### src/fpu_stack_pkg.sv
// Shared types and constants for the floating point stack instruction unit
`default_nettype none
package fpu_stack_pkg;
  localparam logic [7:0] ESC_D8 = 8'hD8;
  localparam logic [7:0] ESC_D9 = 8'hD9;
  localparam logic [7:0] ESC_DA = 8'hDA;
  localparam logic [7:0] ESC_DB = 8'hDB;
  localparam logic [7:0] ESC_DC = 8'hDC;
  localparam logic [7:0] ESC_DD = 8'hDD;
  localparam logic [7:0] ESC_DE = 8'hDE;
  localparam logic [7:0] ESC_DF = 8'hDF;
  localparam logic [7:0] WAIT_BYTE = 8'h9B;
  // Second-byte opcodes of the fixed forms
  localparam logic [7:0] B_ATAN = 8'hF3;
  localparam logic [7:0] B_PREM = 8'hF8;
  localparam logic [7:0] B_PREM1 = 8'hF5;
  localparam logic [7:0] B_TAN = 8'hF2;
  localparam logic [7:0] B_SCALE = 8'hFD;
  localparam logic [7:0] B_SIN = 8'hFE;
  localparam logic [7:0] B_SINCOS = 8'hFB;
  localparam logic [7:0] B_SQRT = 8'hFA;
  localparam logic [7:0] B_TST = 8'hE4;
  localparam logic [7:0] B_XAM = 8'hE5;
  localparam logic [7:0] B_XTRACT = 8'hF4;
  localparam logic [7:0] B_YL2X = 8'hF1;
  localparam logic [7:0] B_YL2XP1 = 8'hF9;
  localparam logic [7:0] B_UCOMPP = 8'hE9;
  localparam logic [7:0] B_STSWAX = 8'hE0;
  // Register-form prefixes (upper five bits of the second byte)
  localparam logic [4:0] RF_XCH = 5'h19;
  localparam logic [4:0] RF_STN = 5'h1A;
  localparam logic [4:0] RF_STPN = 5'h1B;
  localparam logic [4:0] RF_E0 = 5'h1C;
  localparam logic [4:0] RF_E1 = 5'h1D;
  localparam logic [1:0] MOD_REG = 2'h3;
  // Execution clocks: lower figure of each printed range
  localparam logic [7:0] CYC_ATAN = 8'd97;
  localparam logic [7:0] CYC_PREM = 8'd82;
  localparam logic [7:0] CYC_TAN = 8'd117;
  localparam logic [7:0] CYC_SCALE = 8'd7;
  localparam logic [7:0] CYC_RSTOR = 8'd56;
  localparam logic [7:0] CYC_SAVE = 8'd55;
  localparam logic [7:0] CYC_WAIT = 8'd2;
  localparam logic [7:0] CYC_SIN = 8'd76;
  localparam logic [7:0] CYC_SINCOS = 8'd145;
  localparam logic [7:0] CYC_SQRT = 8'd59;
  localparam logic [7:0] CYC_STORE = 8'd2;
  localparam logic [7:0] CYC_BCD = 8'd57;
  localparam logic [7:0] CYC_IST32 = 8'd8;
  localparam logic [7:0] CYC_IST16 = 8'd7;
  localparam logic [7:0] CYC_IST64 = 8'd10;
  localparam logic [7:0] CYC_STCW = 8'd3;
  localparam logic [7:0] CYC_STENV = 8'd12;
  localparam logic [7:0] CYC_STSW = 8'd4;
  localparam logic [7:0] CYC_STSWAX = 8'd2;
  localparam logic [7:0] CYC_SUB = 8'd4;
  localparam logic [7:0] CYC_ISUB = 8'd14;
  localparam logic [7:0] CYC_CMP = 8'd4;
  localparam logic [7:0] CYC_XCH = 8'd3;
  localparam logic [7:0] CYC_XTRACT = 8'd11;
  localparam logic [7:0] CYC_YL2X = 8'd145;
  localparam logic [7:0] CYC_YL2XP1 = 8'd131;
  // Extra clocks of the wait-prefixed forms
  localparam logic [7:0] CYC_WAIT_PREFIX = 8'd2;
  localparam logic [2:0] TOP_RESET = 3'h0;

  typedef enum logic [4:0] {
    OP_ILLEGAL = 5'b00000, OP_ATAN = 5'b00001, OP_PREM = 5'b00010,
    OP_PREM1 = 5'b00011, OP_TAN = 5'b00100, OP_SCALE = 5'b00101,
    OP_RSTOR = 5'b00110, OP_SAVE = 5'b00111, OP_WAIT = 5'b01000,
    OP_SIN = 5'b01001, OP_SINCOS = 5'b01010, OP_SQRT = 5'b01011,
    OP_STREG = 5'b01100, OP_STMEM = 5'b01101, OP_BCDST = 5'b01110,
    OP_ISTORE = 5'b01111, OP_STCW = 5'b10000, OP_STENV = 5'b10001,
    OP_STSW = 5'b10010, OP_STSWAX = 5'b10011, OP_SUB = 5'b10100,
    OP_SUBR = 5'b10101, OP_ISUB = 5'b10110, OP_TST = 5'b10111,
    OP_UCOM = 5'b11000, OP_XAM = 5'b11001, OP_XCH = 5'b11010,
    OP_XTRACT = 5'b11011, OP_YL2X = 5'b11100, OP_YL2XP1 = 5'b11101
  } op_t;

  typedef struct packed {
    op_t op;
    logic [7:0] cycles;
    logic [1:0] pops;
    logic push;
    logic useN;
    logic nDst;
    logic mem;
  } dec_t;

  typedef struct packed {
    op_t op;
    logic [2:0] top;
    logic [2:0] src;
    logic [2:0] dst;
    logic [1:0] pops;
    logic push;
    logic mem;
  } res_t;
endpackage
`default_nettype wire

### src/fpu_stack_instruction_unit.sv
// Floating point stack instruction decoder, sequencer and stack pointer
//
// Contract
// - D9 F3: ST1 becomes arctan(ST1/top), then pop; 97-161 clocks.
// - D9 F8 and D9 F5: top becomes remainder of top/ST1; 82-91 clocks.
// - D9 F2: top becomes tangent, then push 1.0; 117-129 clocks.
// - D9 FD: top scaled by two to the ST1 power; 7-14 clocks.
// - DD /4 restores state in 56-72; DD /6 saves without wait in 55-65.
// - Byte 9B stalls until unit idle; alone it takes 2 clocks.
// - D9 FE: top becomes its sine; 76-140 clocks.
// - D9 FB: top becomes sine, then cosine pushed; 145-161 clocks.
// - D9 FA: top becomes square root; 59-60 clocks.
// - Non-popping real store to register n or memory in 2 clocks.
// - Popping real store to register n or memory, then pop, 2 clocks.
// - DF /6: packed decimal store then pop; 57-63 clocks.
// - Integer stores; 64-bit always pops, 10-13; 32-bit 8-13 clocks.
// - Control word store 3 clocks; environment store 12-22 clocks.
// - Status word to memory 4 clocks; DF E0 to accumulator 2 clocks.
// - Subtract forms, popping form pops; 4-9 clocks.
// - Reverse subtract swaps operand order; popping form pops.
// - Integer subtract: 32-bit 14-29, 16-bit 14-27 clocks.
// - Test, unordered compare with pops, classify set codes; 4 clocks.
// - Exchange swaps top and register n in 3 clocks.
// - D9 F4: top becomes exponent, significand pushed; 11-16 clocks.
// - Logarithm forms write ST1 times log2, then pop.
// - Pop increments top pointer; push decrements it.
// - Operand indices resolve against stack before execution.
`default_nettype none
module fpu_stack_instruction_unit (
  // Clock and reset
  input wire logic mclk,
  input wire logic arst_n,
  // Issue from the integer unit
  input wire logic issueValid,
  input wire logic [7:0] opByte,
  input wire logic [7:0] modrmByte,
  input wire logic waitPrefix,
  output logic issueReady,
  // Completion
  output logic busy,
  output logic done,
  output fpu_stack_pkg::res_t result,
  output logic [2:0] stackTop
);

  function automatic fpu_stack_pkg::dec_t decode(input logic [7:0] b0,
                                                 input logic [7:0] b1);
    fpu_stack_pkg::dec_t d;
    logic [2:0] r;
    d = '0;
    d.op = fpu_stack_pkg::OP_ILLEGAL;
    d.cycles = fpu_stack_pkg::CYC_WAIT;
    d.mem = (b1[7:6] != fpu_stack_pkg::MOD_REG);
    r = b1[5:3];
    case (b0)
      fpu_stack_pkg::WAIT_BYTE: begin
        d.op = fpu_stack_pkg::OP_WAIT;
        d.mem = 1'b0;
      end
      fpu_stack_pkg::ESC_D9: begin
        if (d.mem) begin
          case (r)
            3'd2, 3'd3: begin
              d.op = fpu_stack_pkg::OP_STMEM;
              d.cycles = fpu_stack_pkg::CYC_STORE;
              d.pops = {1'b0, r[0]};
            end
            3'd6: begin
              d.op = fpu_stack_pkg::OP_STENV;
              d.cycles = fpu_stack_pkg::CYC_STENV;
            end
            3'd7: begin
              d.op = fpu_stack_pkg::OP_STCW;
              d.cycles = fpu_stack_pkg::CYC_STCW;
            end
            default: d.op = fpu_stack_pkg::OP_ILLEGAL;
          endcase
        end else begin
          case (b1)
            fpu_stack_pkg::B_ATAN: begin
              d.op = fpu_stack_pkg::OP_ATAN;
              d.cycles = fpu_stack_pkg::CYC_ATAN;
              d.pops = 2'd1;
              d.nDst = 1'b1;
            end
            fpu_stack_pkg::B_PREM: begin
              d.op = fpu_stack_pkg::OP_PREM;
              d.cycles = fpu_stack_pkg::CYC_PREM;
            end
            fpu_stack_pkg::B_PREM1: begin
              d.op = fpu_stack_pkg::OP_PREM1;
              d.cycles = fpu_stack_pkg::CYC_PREM;
            end
            fpu_stack_pkg::B_TAN: begin
              d.op = fpu_stack_pkg::OP_TAN;
              d.cycles = fpu_stack_pkg::CYC_TAN;
              d.push = 1'b1;
            end
            fpu_stack_pkg::B_SCALE: begin
              d.op = fpu_stack_pkg::OP_SCALE;
              d.cycles = fpu_stack_pkg::CYC_SCALE;
            end
            fpu_stack_pkg::B_SIN: begin
              d.op = fpu_stack_pkg::OP_SIN;
              d.cycles = fpu_stack_pkg::CYC_SIN;
            end
            fpu_stack_pkg::B_SINCOS: begin
              d.op = fpu_stack_pkg::OP_SINCOS;
              d.cycles = fpu_stack_pkg::CYC_SINCOS;
              d.push = 1'b1;
            end
            fpu_stack_pkg::B_SQRT: begin
              d.op = fpu_stack_pkg::OP_SQRT;
              d.cycles = fpu_stack_pkg::CYC_SQRT;
            end
            fpu_stack_pkg::B_TST: begin
              d.op = fpu_stack_pkg::OP_TST;
              d.cycles = fpu_stack_pkg::CYC_CMP;
            end
            fpu_stack_pkg::B_XAM: begin
              d.op = fpu_stack_pkg::OP_XAM;
              d.cycles = fpu_stack_pkg::CYC_CMP;
            end
            fpu_stack_pkg::B_XTRACT: begin
              d.op = fpu_stack_pkg::OP_XTRACT;
              d.cycles = fpu_stack_pkg::CYC_XTRACT;
              d.push = 1'b1;
            end
            fpu_stack_pkg::B_YL2X, fpu_stack_pkg::B_YL2XP1: begin
              d.op = b1[3] ? fpu_stack_pkg::OP_YL2XP1 : fpu_stack_pkg::OP_YL2X;
              d.cycles = b1[3] ? fpu_stack_pkg::CYC_YL2XP1 : fpu_stack_pkg::CYC_YL2X;
              d.pops = 2'd1;
              d.nDst = 1'b1;
            end
            default: begin
              if (b1[7:3] == fpu_stack_pkg::RF_XCH) begin
                d.op = fpu_stack_pkg::OP_XCH;
                d.cycles = fpu_stack_pkg::CYC_XCH;
                d.useN = 1'b1;
              end
            end
          endcase
        end
      end
      fpu_stack_pkg::ESC_DA, fpu_stack_pkg::ESC_DE, fpu_stack_pkg::ESC_D8,
      fpu_stack_pkg::ESC_DC: begin
        if (d.mem) begin
          if (r[2:1] == 2'b10) begin
            d.op = r[0] ? fpu_stack_pkg::OP_SUBR : fpu_stack_pkg::OP_SUB;
            d.cycles = fpu_stack_pkg::CYC_SUB;
            if (b0[1]) begin
              d.op = fpu_stack_pkg::OP_ISUB;
              d.cycles = fpu_stack_pkg::CYC_ISUB;
            end
          end
        end else if (b0 == fpu_stack_pkg::ESC_DA) begin
          if (b1 == fpu_stack_pkg::B_UCOMPP) begin
            d.op = fpu_stack_pkg::OP_UCOM;
            d.cycles = fpu_stack_pkg::CYC_CMP;
            d.pops = 2'd2;
          end
        end else if (b1[7:4] == 4'hE) begin
          // register forms
          // D8: bit3 set is reverse into n; DC and DE: bit3 set is forward into n
          d.op = (b1[3] ^ (b0 != fpu_stack_pkg::ESC_D8)) ?
                 fpu_stack_pkg::OP_SUBR : fpu_stack_pkg::OP_SUB;
          d.cycles = fpu_stack_pkg::CYC_SUB;
          d.useN = 1'b1;
          d.nDst = (b0 == fpu_stack_pkg::ESC_D8) ? b1[3] : (b0 == fpu_stack_pkg::ESC_DE) | b1[3];
          d.pops = {1'b0, b0 == fpu_stack_pkg::ESC_DE};
        end
      end
      fpu_stack_pkg::ESC_DB: begin
        if (d.mem) begin
          if (r[2:1] == 2'b01) begin
            d.op = fpu_stack_pkg::OP_ISTORE;
            d.cycles = fpu_stack_pkg::CYC_IST32;
            d.pops = {1'b0, r[0]};
          end else if (r == 3'd7) begin
            d.op = fpu_stack_pkg::OP_STMEM;
            d.cycles = fpu_stack_pkg::CYC_STORE;
            d.pops = 2'd1;
          end
        end else if (b1[7:3] == fpu_stack_pkg::RF_STPN) begin
          d.op = fpu_stack_pkg::OP_STREG;
          d.cycles = fpu_stack_pkg::CYC_STORE;
          d.pops = 2'd1;
          d.useN = 1'b1;
          d.nDst = 1'b1;
        end
      end
      fpu_stack_pkg::ESC_DD: begin
        if (d.mem) begin
          case (r)
            3'd2, 3'd3: begin
              d.op = fpu_stack_pkg::OP_STMEM;
              d.cycles = fpu_stack_pkg::CYC_STORE;
              d.pops = {1'b0, r[0]};
            end
            3'd4: begin
              d.op = fpu_stack_pkg::OP_RSTOR;
              d.cycles = fpu_stack_pkg::CYC_RSTOR;
            end
            3'd6: begin
              d.op = fpu_stack_pkg::OP_SAVE;
              d.cycles = fpu_stack_pkg::CYC_SAVE;
            end
            3'd7: begin
              d.op = fpu_stack_pkg::OP_STSW;
              d.cycles = fpu_stack_pkg::CYC_STSW;
            end
            default: d.op = fpu_stack_pkg::OP_ILLEGAL;
          endcase
        end else if (b1[7:3] == fpu_stack_pkg::RF_STN) begin
          d.op = fpu_stack_pkg::OP_STREG;
          d.cycles = fpu_stack_pkg::CYC_STORE;
          d.useN = 1'b1;
          d.nDst = 1'b1;
        end else if (b1[7:3] == fpu_stack_pkg::RF_E0 || b1[7:3] == fpu_stack_pkg::RF_E1) begin
          d.op = fpu_stack_pkg::OP_UCOM;
          d.cycles = fpu_stack_pkg::CYC_CMP;
          d.useN = 1'b1;
          d.pops = {1'b0, b1[3]};
        end
      end
      fpu_stack_pkg::ESC_DF: begin
        if (d.mem) begin
          case (r)
            3'd2, 3'd3: begin
              d.op = fpu_stack_pkg::OP_ISTORE;
              d.cycles = fpu_stack_pkg::CYC_IST16;
              d.pops = {1'b0, r[0]};
            end
            3'd6: begin
              d.op = fpu_stack_pkg::OP_BCDST;
              d.cycles = fpu_stack_pkg::CYC_BCD;
              d.pops = 2'd1;
            end
            3'd7: begin
              d.op = fpu_stack_pkg::OP_ISTORE;
              d.cycles = fpu_stack_pkg::CYC_IST64;
              d.pops = 2'd1;
            end
            default: d.op = fpu_stack_pkg::OP_ILLEGAL;
          endcase
        end else if (b1 == fpu_stack_pkg::B_STSWAX) begin
          d.op = fpu_stack_pkg::OP_STSWAX;
          d.cycles = fpu_stack_pkg::CYC_STSWAX;
        end
      end
      default: d.op = fpu_stack_pkg::OP_ILLEGAL;
    endcase
    return d;
  endfunction

  fpu_stack_pkg::dec_t issDec;
  fpu_stack_pkg::res_t pend_reg;
  logic [7:0] cnt_reg;
  logic [2:0] nOff;
  logic take;

  assign issDec = decode(opByte, modrmByte);
  assign take = issueValid && issueReady;
  assign nOff = issDec.useN ? modrmByte[2:0] : 3'd1;

  always_ff @(posedge mclk or negedge arst_n) begin
    if (!arst_n) begin
      busy <= 1'b0;
      issueReady <= 1'b1;
      cnt_reg <= 8'h00;
    end else if (take) begin
      busy <= 1'b1;
      issueReady <= 1'b0;
      cnt_reg <= issDec.cycles - 8'd1 + (waitPrefix ? fpu_stack_pkg::CYC_WAIT_PREFIX : 8'h00);
    end else if (busy) begin
      if (cnt_reg == 8'h00) begin
        busy <= 1'b0;
        issueReady <= 1'b1;
      end else begin
        cnt_reg <= cnt_reg - 8'd1;
      end
    end
  end

  always_ff @(posedge mclk or negedge arst_n) begin
    if (!arst_n) begin
      pend_reg <= '0;
    end else if (take) begin
      pend_reg.op <= issDec.op;
      pend_reg.top <= stackTop;
      pend_reg.src <= issDec.nDst ? stackTop : stackTop + nOff;
      pend_reg.dst <= issDec.nDst ? stackTop + nOff : stackTop;
      pend_reg.pops <= issDec.pops;
      pend_reg.push <= issDec.push;
      pend_reg.mem <= issDec.mem;
    end
  end

  // Completion pulse and result publish together
  always_ff @(posedge mclk or negedge arst_n) begin
    if (!arst_n) begin
      done <= 1'b0;
      result <= '0;
    end else begin
      done <= busy && cnt_reg == 8'h00;
      if (busy && cnt_reg == 8'h00) begin
        result <= pend_reg;
      end
    end
  end

  always_ff @(posedge mclk or negedge arst_n) begin
    if (!arst_n) begin
      stackTop <= fpu_stack_pkg::TOP_RESET;
    end else if (busy && cnt_reg == 8'h00) begin
      stackTop <= stackTop + {1'b0, pend_reg.pops} - {2'b00, pend_reg.push};
    end
  end

  property p_atan_time;
    @(posedge mclk) disable iff (!arst_n)
      take && !waitPrefix && issDec.op == fpu_stack_pkg::OP_ATAN |-> ##98 done;
  endproperty
  a_atan_time: assert property (p_atan_time) else $error("arctangent time wrong");
  property p_sqrt_time;
    @(posedge mclk) disable iff (!arst_n)
      take && !waitPrefix && issDec.op == fpu_stack_pkg::OP_SQRT |=> !done [*8] ##52 done;
  endproperty
  a_sqrt_time: assert property (p_sqrt_time) else $error("square root time wrong");
  property p_wait_time;
    @(posedge mclk) disable iff (!arst_n)
      take && !waitPrefix && issDec.op == fpu_stack_pkg::OP_WAIT |=> busy ##2 done;
  endproperty
  a_wait_time: assert property (p_wait_time) else $error("wait time wrong");
  property p_stcw_wait;
    @(posedge mclk) disable iff (!arst_n)
      take && waitPrefix && issDec.op == fpu_stack_pkg::OP_STCW |-> ##6 done;
  endproperty
  a_stcw_wait: assert property (p_stcw_wait) else $error("waiting store time wrong");
  property p_xch_index;
    @(posedge mclk) disable iff (!arst_n)
      take && !waitPrefix && issDec.op == fpu_stack_pkg::OP_XCH |-> ##4
        done && result.dst == $past(stackTop, 4) && result.src == $past(3'(stackTop + nOff), 4);
  endproperty
  a_xch_index: assert property (p_xch_index) else $error("exchange operands wrong");
  property p_pop_ptr;
    @(posedge mclk) disable iff (!arst_n)
      done |-> stackTop == 3'($past(stackTop) + result.pops - result.push);
  endproperty
  a_pop_ptr: assert property (p_pop_ptr) else $error("stack pointer wrong");
  property p_ucompp_pops;
    @(posedge mclk) disable iff (!arst_n)
      take && !waitPrefix && opByte == fpu_stack_pkg::ESC_DA && modrmByte ==
        fpu_stack_pkg::B_UCOMPP |-> ##5 done && result.pops == 2'd2;
  endproperty
  a_ucompp_pops: assert property (p_ucompp_pops) else $error("double pop wrong");
  property p_stswax;
    @(posedge mclk) disable iff (!arst_n)
      take && !waitPrefix && issDec.op == fpu_stack_pkg::OP_STSWAX |-> ##3 done;
  endproperty
  a_stswax: assert property (p_stswax) else $error("status to accumulator time");
  property p_no_issue_busy;
    @(posedge mclk) disable iff (!arst_n) busy |-> !issueReady;
  endproperty
  a_no_issue_busy: assert property (p_no_issue_busy) else $error("ready while busy");
  c_atan: cover property (@(posedge mclk) done && result.op == fpu_stack_pkg::OP_ATAN);
  c_push: cover property (@(posedge mclk) done && result.push);
  c_wait: cover property (@(posedge mclk) take && waitPrefix);
  c_illegal: cover property (@(posedge mclk) done && result.op == fpu_stack_pkg::OP_ILLEGAL);
endmodule // fpu_stack_instruction_unit
`default_nettype wire

### config.mk
export PLATFORM = sky130hd
export DESIGN_NAME = fpu_stack_instruction_unit
export DESIGN_NICKNAME = d
export VERILOG_FILES = /design/src/fpu_stack_pkg.sv /design/src/fpu_stack_instruction_unit.sv
export SDC_FILE = /design/constraint.sdc
export NUM_CORES = 1
export LEC_CHECK = 0
export ABC_CLOCK_PERIOD_IN_PS = 2400
export BUFFER_PORTS_ARGS = -buffer_cell sky130_fd_sc_hd__buf_2
export CORE_AREA = 2 2 82 104
export DETAILED_ROUTE_END_ITERATION = 6
export DIE_AREA = 0 0 84 106
export PLACE_DENSITY = 0.69
export SLEW_MARGIN = 15
export SYNTH_ARGS = -nofsm -noshare
export SYNTH_HDL_FRONTEND = slang
export SYNTH_SLANG_ARGS = --single-unit
### constraint.sdc
create_clock -name mclk -period 2.4 [get_ports mclk]
set_input_delay 0.48 -clock mclk [delete_from_list [all_inputs] [get_ports mclk]]
set_output_delay 0.48 -clock mclk [all_outputs]
set_load 0.05 [all_outputs]
## Word level (Yosys, flattened, before mapping)

Index checks and enable logic that the tools add are counted.

| cells by class | value |
|---|---|
| bitwise logic cells | 2 |
| add/sub/neg operators | 6 |
| eq/ne operators | 40 |
| reductions and logical operators | 15 |
| multiplexer cells | 66 |

Operators with widths:

| cell | number |
|---|---|
| $eq 8x8->1 const B | 24 |
| $pmux 13 s12 | 1 |
| $mux 15 | 7 |
| $mux 13 | 6 |
| $pmux 10 s5 | 1 |
| $mux 14 | 3 |
| $pmux 5 s6 | 1 |
| $eq 5x5->1 const B | 5 |
| $mux 8 | 3 |
| $pmux 8 s3 | 1 |
| $mux 1 | 21 |
| $mux 2 | 10 |
| $pmux 5 s4 | 1 |
| $pmux 6 s3 | 1 |
| $pmux 4 s2 | 2 |
| $sub 8x1->8 const B | 2 |
| $pmux 5 s3 | 1 |
| $reduce_or 13->1 | 1 |
| $mux 3 | 4 |
| $mux 10 | 1 |
| $eq 3x3->1 const B | 3 |
| $reduce_or 3->1 | 3 |
| $add 8x2->8 | 1 |
| $logic_not 8->1 | 1 |
| other kinds (19) | 25 |

| storage, ports and cells | value |
|---|---|
| word-level logic and storage cells | 148 |
| output and inout port bits | 24 |
| input bits | 20 |
| register bits after elaboration | 50 |

## Logic depth before layout (Yosys ltp)

| logic depth | value |
|---|---|
| depth in word-level cells | 10 |
| depth in mapped cells | 18 |
| gate-level depth less buffers | 16 |

## Least setup slack after synthesis

Ideal clock, no wire load.

| timing | value |
|---|---|
| kind | input -> register |
| start point | in modrmByte[3] |
| end point | reg cnt_reg[7] |
| path buffers | 3 |
| required time | 2.263 ns |
| stages on the path | 18 |
| slack | -0.952 ns |
| setup time | 0.137 ns |
| arrival time | 3.215 ns |
| cell sequence | buf_2 buf_2 buf_1 a21o_1 nand2_1 a21oi_1 nor3_1 o221a_2 ha_1 inv_1 ha_1 fa_1 a21o_1 a21oi_1 o21bai_1 a21oi_1 xnor2_1 a21oi_1 |

| between the ends | value |
|---|---|
| cells in the longest elaborated chain, start to end | 9 |
| elaborated cells between the ends (all ways) | 44 |
| those cells by class | add/sub (2); eq/ne (23); mux (16); reduce/logical (3) |

RTL lines:

| element | line | text |
|---|---|---|
| start, declared | fpu_stack_instruction_unit.sv:36 | `input wire logic [7:0] modrmByte,` |
| branches (longest 5 deep; another with $mux 15) | -- |  |
| $pmux 10 s5 (*) | fpu_stack_instruction_unit.sv:55 | `case (b0)` |
| $sub 8x1->8 (*) | fpu_stack_instruction_unit.sv:274 | `cnt_reg <= issDec.cycles - 8'd1 + (waitPrefix ? fpu_stack_pkg::CYC_WAIT_PREFIX : 8'h00);` |
| $add 8x2->8 (*) | fpu_stack_instruction_unit.sv:274 |  |
| $mux 8 (*) | fpu_stack_instruction_unit.sv:271 | `end else if (take) begin` |
| end signal, assigned | fpu_stack_instruction_unit.sv:274 |  |
| end signal, assigned | fpu_stack_instruction_unit.sv:280 | `cnt_reg <= cnt_reg - 8'd1;` |
| end, declared | fpu_stack_instruction_unit.sv:258 | `logic [7:0] cnt_reg;` |

Mark *: on every way between the ends.
A chain may end at the register's enable or synchronous reset.

## Final worst setup path

| timing | value |
|---|---|
| start point | in modrmByte[2] |
| end point | reg cnt_reg[3] |

| between the ends | value |
|---|---|
| cells in the longest elaborated chain, start to end | 8 |
| elaborated cells between the ends (all ways) | 24 |
| those cells by class | add/sub (2); eq/ne (14); mux (7); reduce/logical (1) |

RTL lines:

| element | line |
|---|---|
| $eq 8x8->1, on equally long branches | fpu_stack_instruction_unit.sv:79, fpu_stack_instruction_unit.sv:157 |
| $reduce_or 2->1 or $mux 15 (tied branches) | -- |
| $pmux 13 s12 or $mux 15 (tied branches) | fpu_stack_instruction_unit.sv:79, fpu_stack_instruction_unit.sv:156 |
| $mux 15 or $mux 13 (tied branches) | fpu_stack_instruction_unit.sv:61, fpu_stack_instruction_unit.sv:147 |
| $pmux 10 s5 (*) | fpu_stack_instruction_unit.sv:55 |
| $sub 8x1->8 (*) | fpu_stack_instruction_unit.sv:274 |
| $add 8x2->8 (*) | fpu_stack_instruction_unit.sv:274 |
| $mux 8 (*) | fpu_stack_instruction_unit.sv:271 |

Every way passes the cells marked *; elsewhere a longest branch is shown, timed or not.

==> flow_metrics.py <==
metrics = {
    "power": {
        "power_leakage_nw": 2.59,
        "p_per_area_nw_per_um2": 480,
        "ir_drop_mv": 0.523,
    },
    "sta": {
        "finalWorstPathRequiredPeriod_ns": 2.87,
        "fmax_mhz": 348,
        "fin_ws_ns": -0.473,
        "tightest_slew_ns": 0.579,
        "slew_headroom": 0.614,
        "drv_slew": 0,
        "min_period_over_period": 1.20,
        "rsz0062_at_grt": "true",
        "final-setup-viol-count": 7,
        "skew_ns": 0.00862,
        "hold_viol_final": 0,
    },
    "setup_path": {
        "critPathMaxStageDelay_ns": 0.34,
        "worstPathRequired_ns": 2.60,
        "arrival_ns": 3.07,
        "cp-end-kind": "flip-flop",
        "critical_path_class": "in2reg",
        "start_kind": "primary input",
        "worstPathCellList": "buf_6, nor4bb_4, buf_4, nor3_4, a221oi_2, o221a_4, ha_4, inv_4, ha_4, fa_2, buf_4, buf_6, buf_6, buf_6, buf_6, xor2_2, nand2_1, o21ai_1",
        "cp_slowest_cell": "fa_2",
        "crit_fanout": 2,
        "crit_top_cell": "buf_6",
    },
    "route": {
        "drtAntennaViolNets": 0,
        "dr.first_iter.drc_count": 229,
        "drtPass1Iterations": 5,
        "viasPerCell": 5.71,
        "wl_per_cell_um": 16.3,
        "drc": 0,
        "routed_wl_um": 12000,
        "vias": 4184,
    },
    "floorplanning": {
        "dieArea_um2": 8900,
        "die_x_um": 84,
        "ios": 44,
        "initial_utilization": 0.486,
        "row_count": 37,
        "die-height_um": 106,
        "core_um2": 8010,
    },
    "yosys": {
        "yosysUniqueCellTypes": 77,
        "yosys_most_used_dff": "dfrtp_1",
        "synth_common_cells": "nand2_1, dfrtp_1, a21oi_1, nor2_1, inv_1",
        "synth_area_leaders": "dfrtp_1, nand2_1, ha_1",
        "synth_top_area_cell": "dfrtp_1",
        "synthesis.area_um2": 3890,
        "syn-mean-instance-area_um2": 7.91,
        "syn_nets": 528,
        "synth-seq-cells": 50,
        "seq_area_frac_synth": 0.322,
        "yosysWarningCount": 0,
        "async_flop_share": 1.00,
        "synth_edf_count": 0,
        "synthCells": 492,
        "synth_top_area_share": 0.315,
        "synth_most_common_cell": "nand2_1",
    },
    "clock_network": {
        "cts_tree": "built",
        "path_clk_slew_ns": 0.10,
        "clock_latency_ns": 0.31,
        "cts-buffers-inserted": 5,
        "cts_sinks": 50,
        "postCtsHoldBufs": 0,
        "root_buffer": "clkbuf_8",
        "clockBufferDepth": 2,
        "h-tree-depth": 2,
    },
    "worst_hold_path": {
        "hp-class": "in2async",
    },
    "placement": {
        "dp.cells": 710,
        "pre_cts_ws_ns": -0.850,
        "buffer_ports.inserted": 43,
        "gp_congestion": 1.03,
        "hpwl_um": 9090,
    },
    "grt": {
        "grt_use_total": 0.274,
        "grt_pass1_vias": 4177,
        "grt_antenna_before_repair": 0,
        "grt_pass1_wl_um": 19900,
        "gr-total-overflow": 0,
        "grt_max_degree": 29,
    },
    "final_layout": {
        "finalNetCount": 671,
        "antennaDiodeCount": 0,
        "areaGrowthSynthToFinish_pct": 42.6,
        "finalNonFillerCells": 733,
        "final_layout_size_suffix_gt1_frac": 0.382,
        "utilization": 0.693,
    },
    "run_status": {
        "status": "complete, but fails checks",
        "violations": "negative setup slack",
    },
    "job": {
        "max_cap_violations": 0,
    },
}
==> power by group <==
group / internal, mW / total (mW) / switching (mW)
combinational: 0.405 / 1.02 / 0.615
sequential: 1.00 / 1.12 / 0.118
clock: 0.216 / 0.523 / 0.307
==> worst max-delay path: cells and delay by family <==
| kind | cells | cell delay, ns |
|---|---|---|
| buf+inv | 8 | 0.85 |
| xor+xnor | 1 | 0.13 |
| simple gates | 3 | 0.37 |
| compound gates | 3 | 0.59 |
| fa+ha+maj | 3 | 0.63 |
==> worst paths after layout <==
kind	cells after the start	slack, ns	startpoint	end
hold / removal	1	0.15	arst_n	result[11]$_DFFE_PN0P_
min in group mclk	2	0.34	issueValid	issueReady$_DFFE_PN1P_
hold reg to reg	2	0.47	result[8]$_DFFE_PN0P_	result[8]$_DFFE_PN0P_
setup / recovery	18	-0.47	modrmByte[2]	cnt_reg[3]$_DFFE_PN0P_
max in group asynchronous	2	1.60	arst_n	issueReady$_DFFE_PN1P_
setup reg to reg	8	0.48	cnt_reg[0]$_DFFE_PN0P_	result[17]$_DFFE_PN0P_
==> cell usage in the layout (no fill, tap or decap), types with 5 or more instances in the layout <==
| cell | n |
|---|---|
| a31oi_1 | 5 |
| nand3_1 | 14 |
| nor4_1 | 5 |
| ha_1 | 9 |
| o22ai_1 | 5 |
| nand4_1 | 7 |
| nor2_1 | 28 |
| buf_4 | 109 |
| o21ai_0 | 14 |
| nor3_1 | 10 |
| xnor2_1 | 9 |
| nand2_1 | 107 |
| dfrtp_1 | 49 |
| clkbuf_8 | 5 |
| buf_6 | 24 |
| mux2i_1 | 5 |
| nand2b_1 | 7 |
| inv_1 | 15 |
| inv_2 | 5 |
| xor2_1 | 6 |
| a21oi_2 | 5 |
| buf_2 | 35 |
| a21oi_1 | 28 |
| nor2b_1 | 5 |
| a21o_1 | 5 |
==> stage by stage <==
stage,setup TNS [ns],hold WS (ns),cell area (um^2),power (mW)
6_report,-1.82,0.149,5550,2.66
5_1_grt,-2.68,0.189,5550,2.83
4_1_cts,-1.70,0.157,5450,2.66
3_5_place_dp,-5.98,0.454,4970,2.09
3_3_place_gp,-5.86,0.451,4970,2.06
2_1_floorplan,-1.95,0.184,4010,1.79
==> metal layers <==
| layer | up-vias | part of all wire | global-route usage |
|---|---|---|---|
| met1 | 1976 | 0.40 | 0.314 |
| li1 | 2025 | - | - |
| met3 | 45 | 0.043 | 0.0272 |
| met2 | 138 | 0.52 | 0.498 |
| met5 | - | 0 | 0 |
| met4 | 0 | 0.045 | 0.143 |
==> layout make-up <==
type                    instances  area [um^2]
inverters                      21         81.3
well taps                      97          121
repair buffers                169         1280
clock inverters                 3         28.8
flip-flops and latches         50         1250
multi-input cells             388         2720
clock buffers                   5         68.8
fillers                       655         2460
==> kinds of logic after synthesis <==
group           synth area share
mux                       0.0157
simple gates               0.278
flops                      0.322
xor+xnor                  0.0427
compound gates             0.217
buf+inv                   0.0646
fa+ha+maj                 0.0598
==> timing repair <==
action,4_1_cts,5_1_grt
setup endpoints to repair,10,10
gates resized for setup,68,15
buffers inserted,13,6
pin swaps,36,26
(Power assumes the default switching activity.)
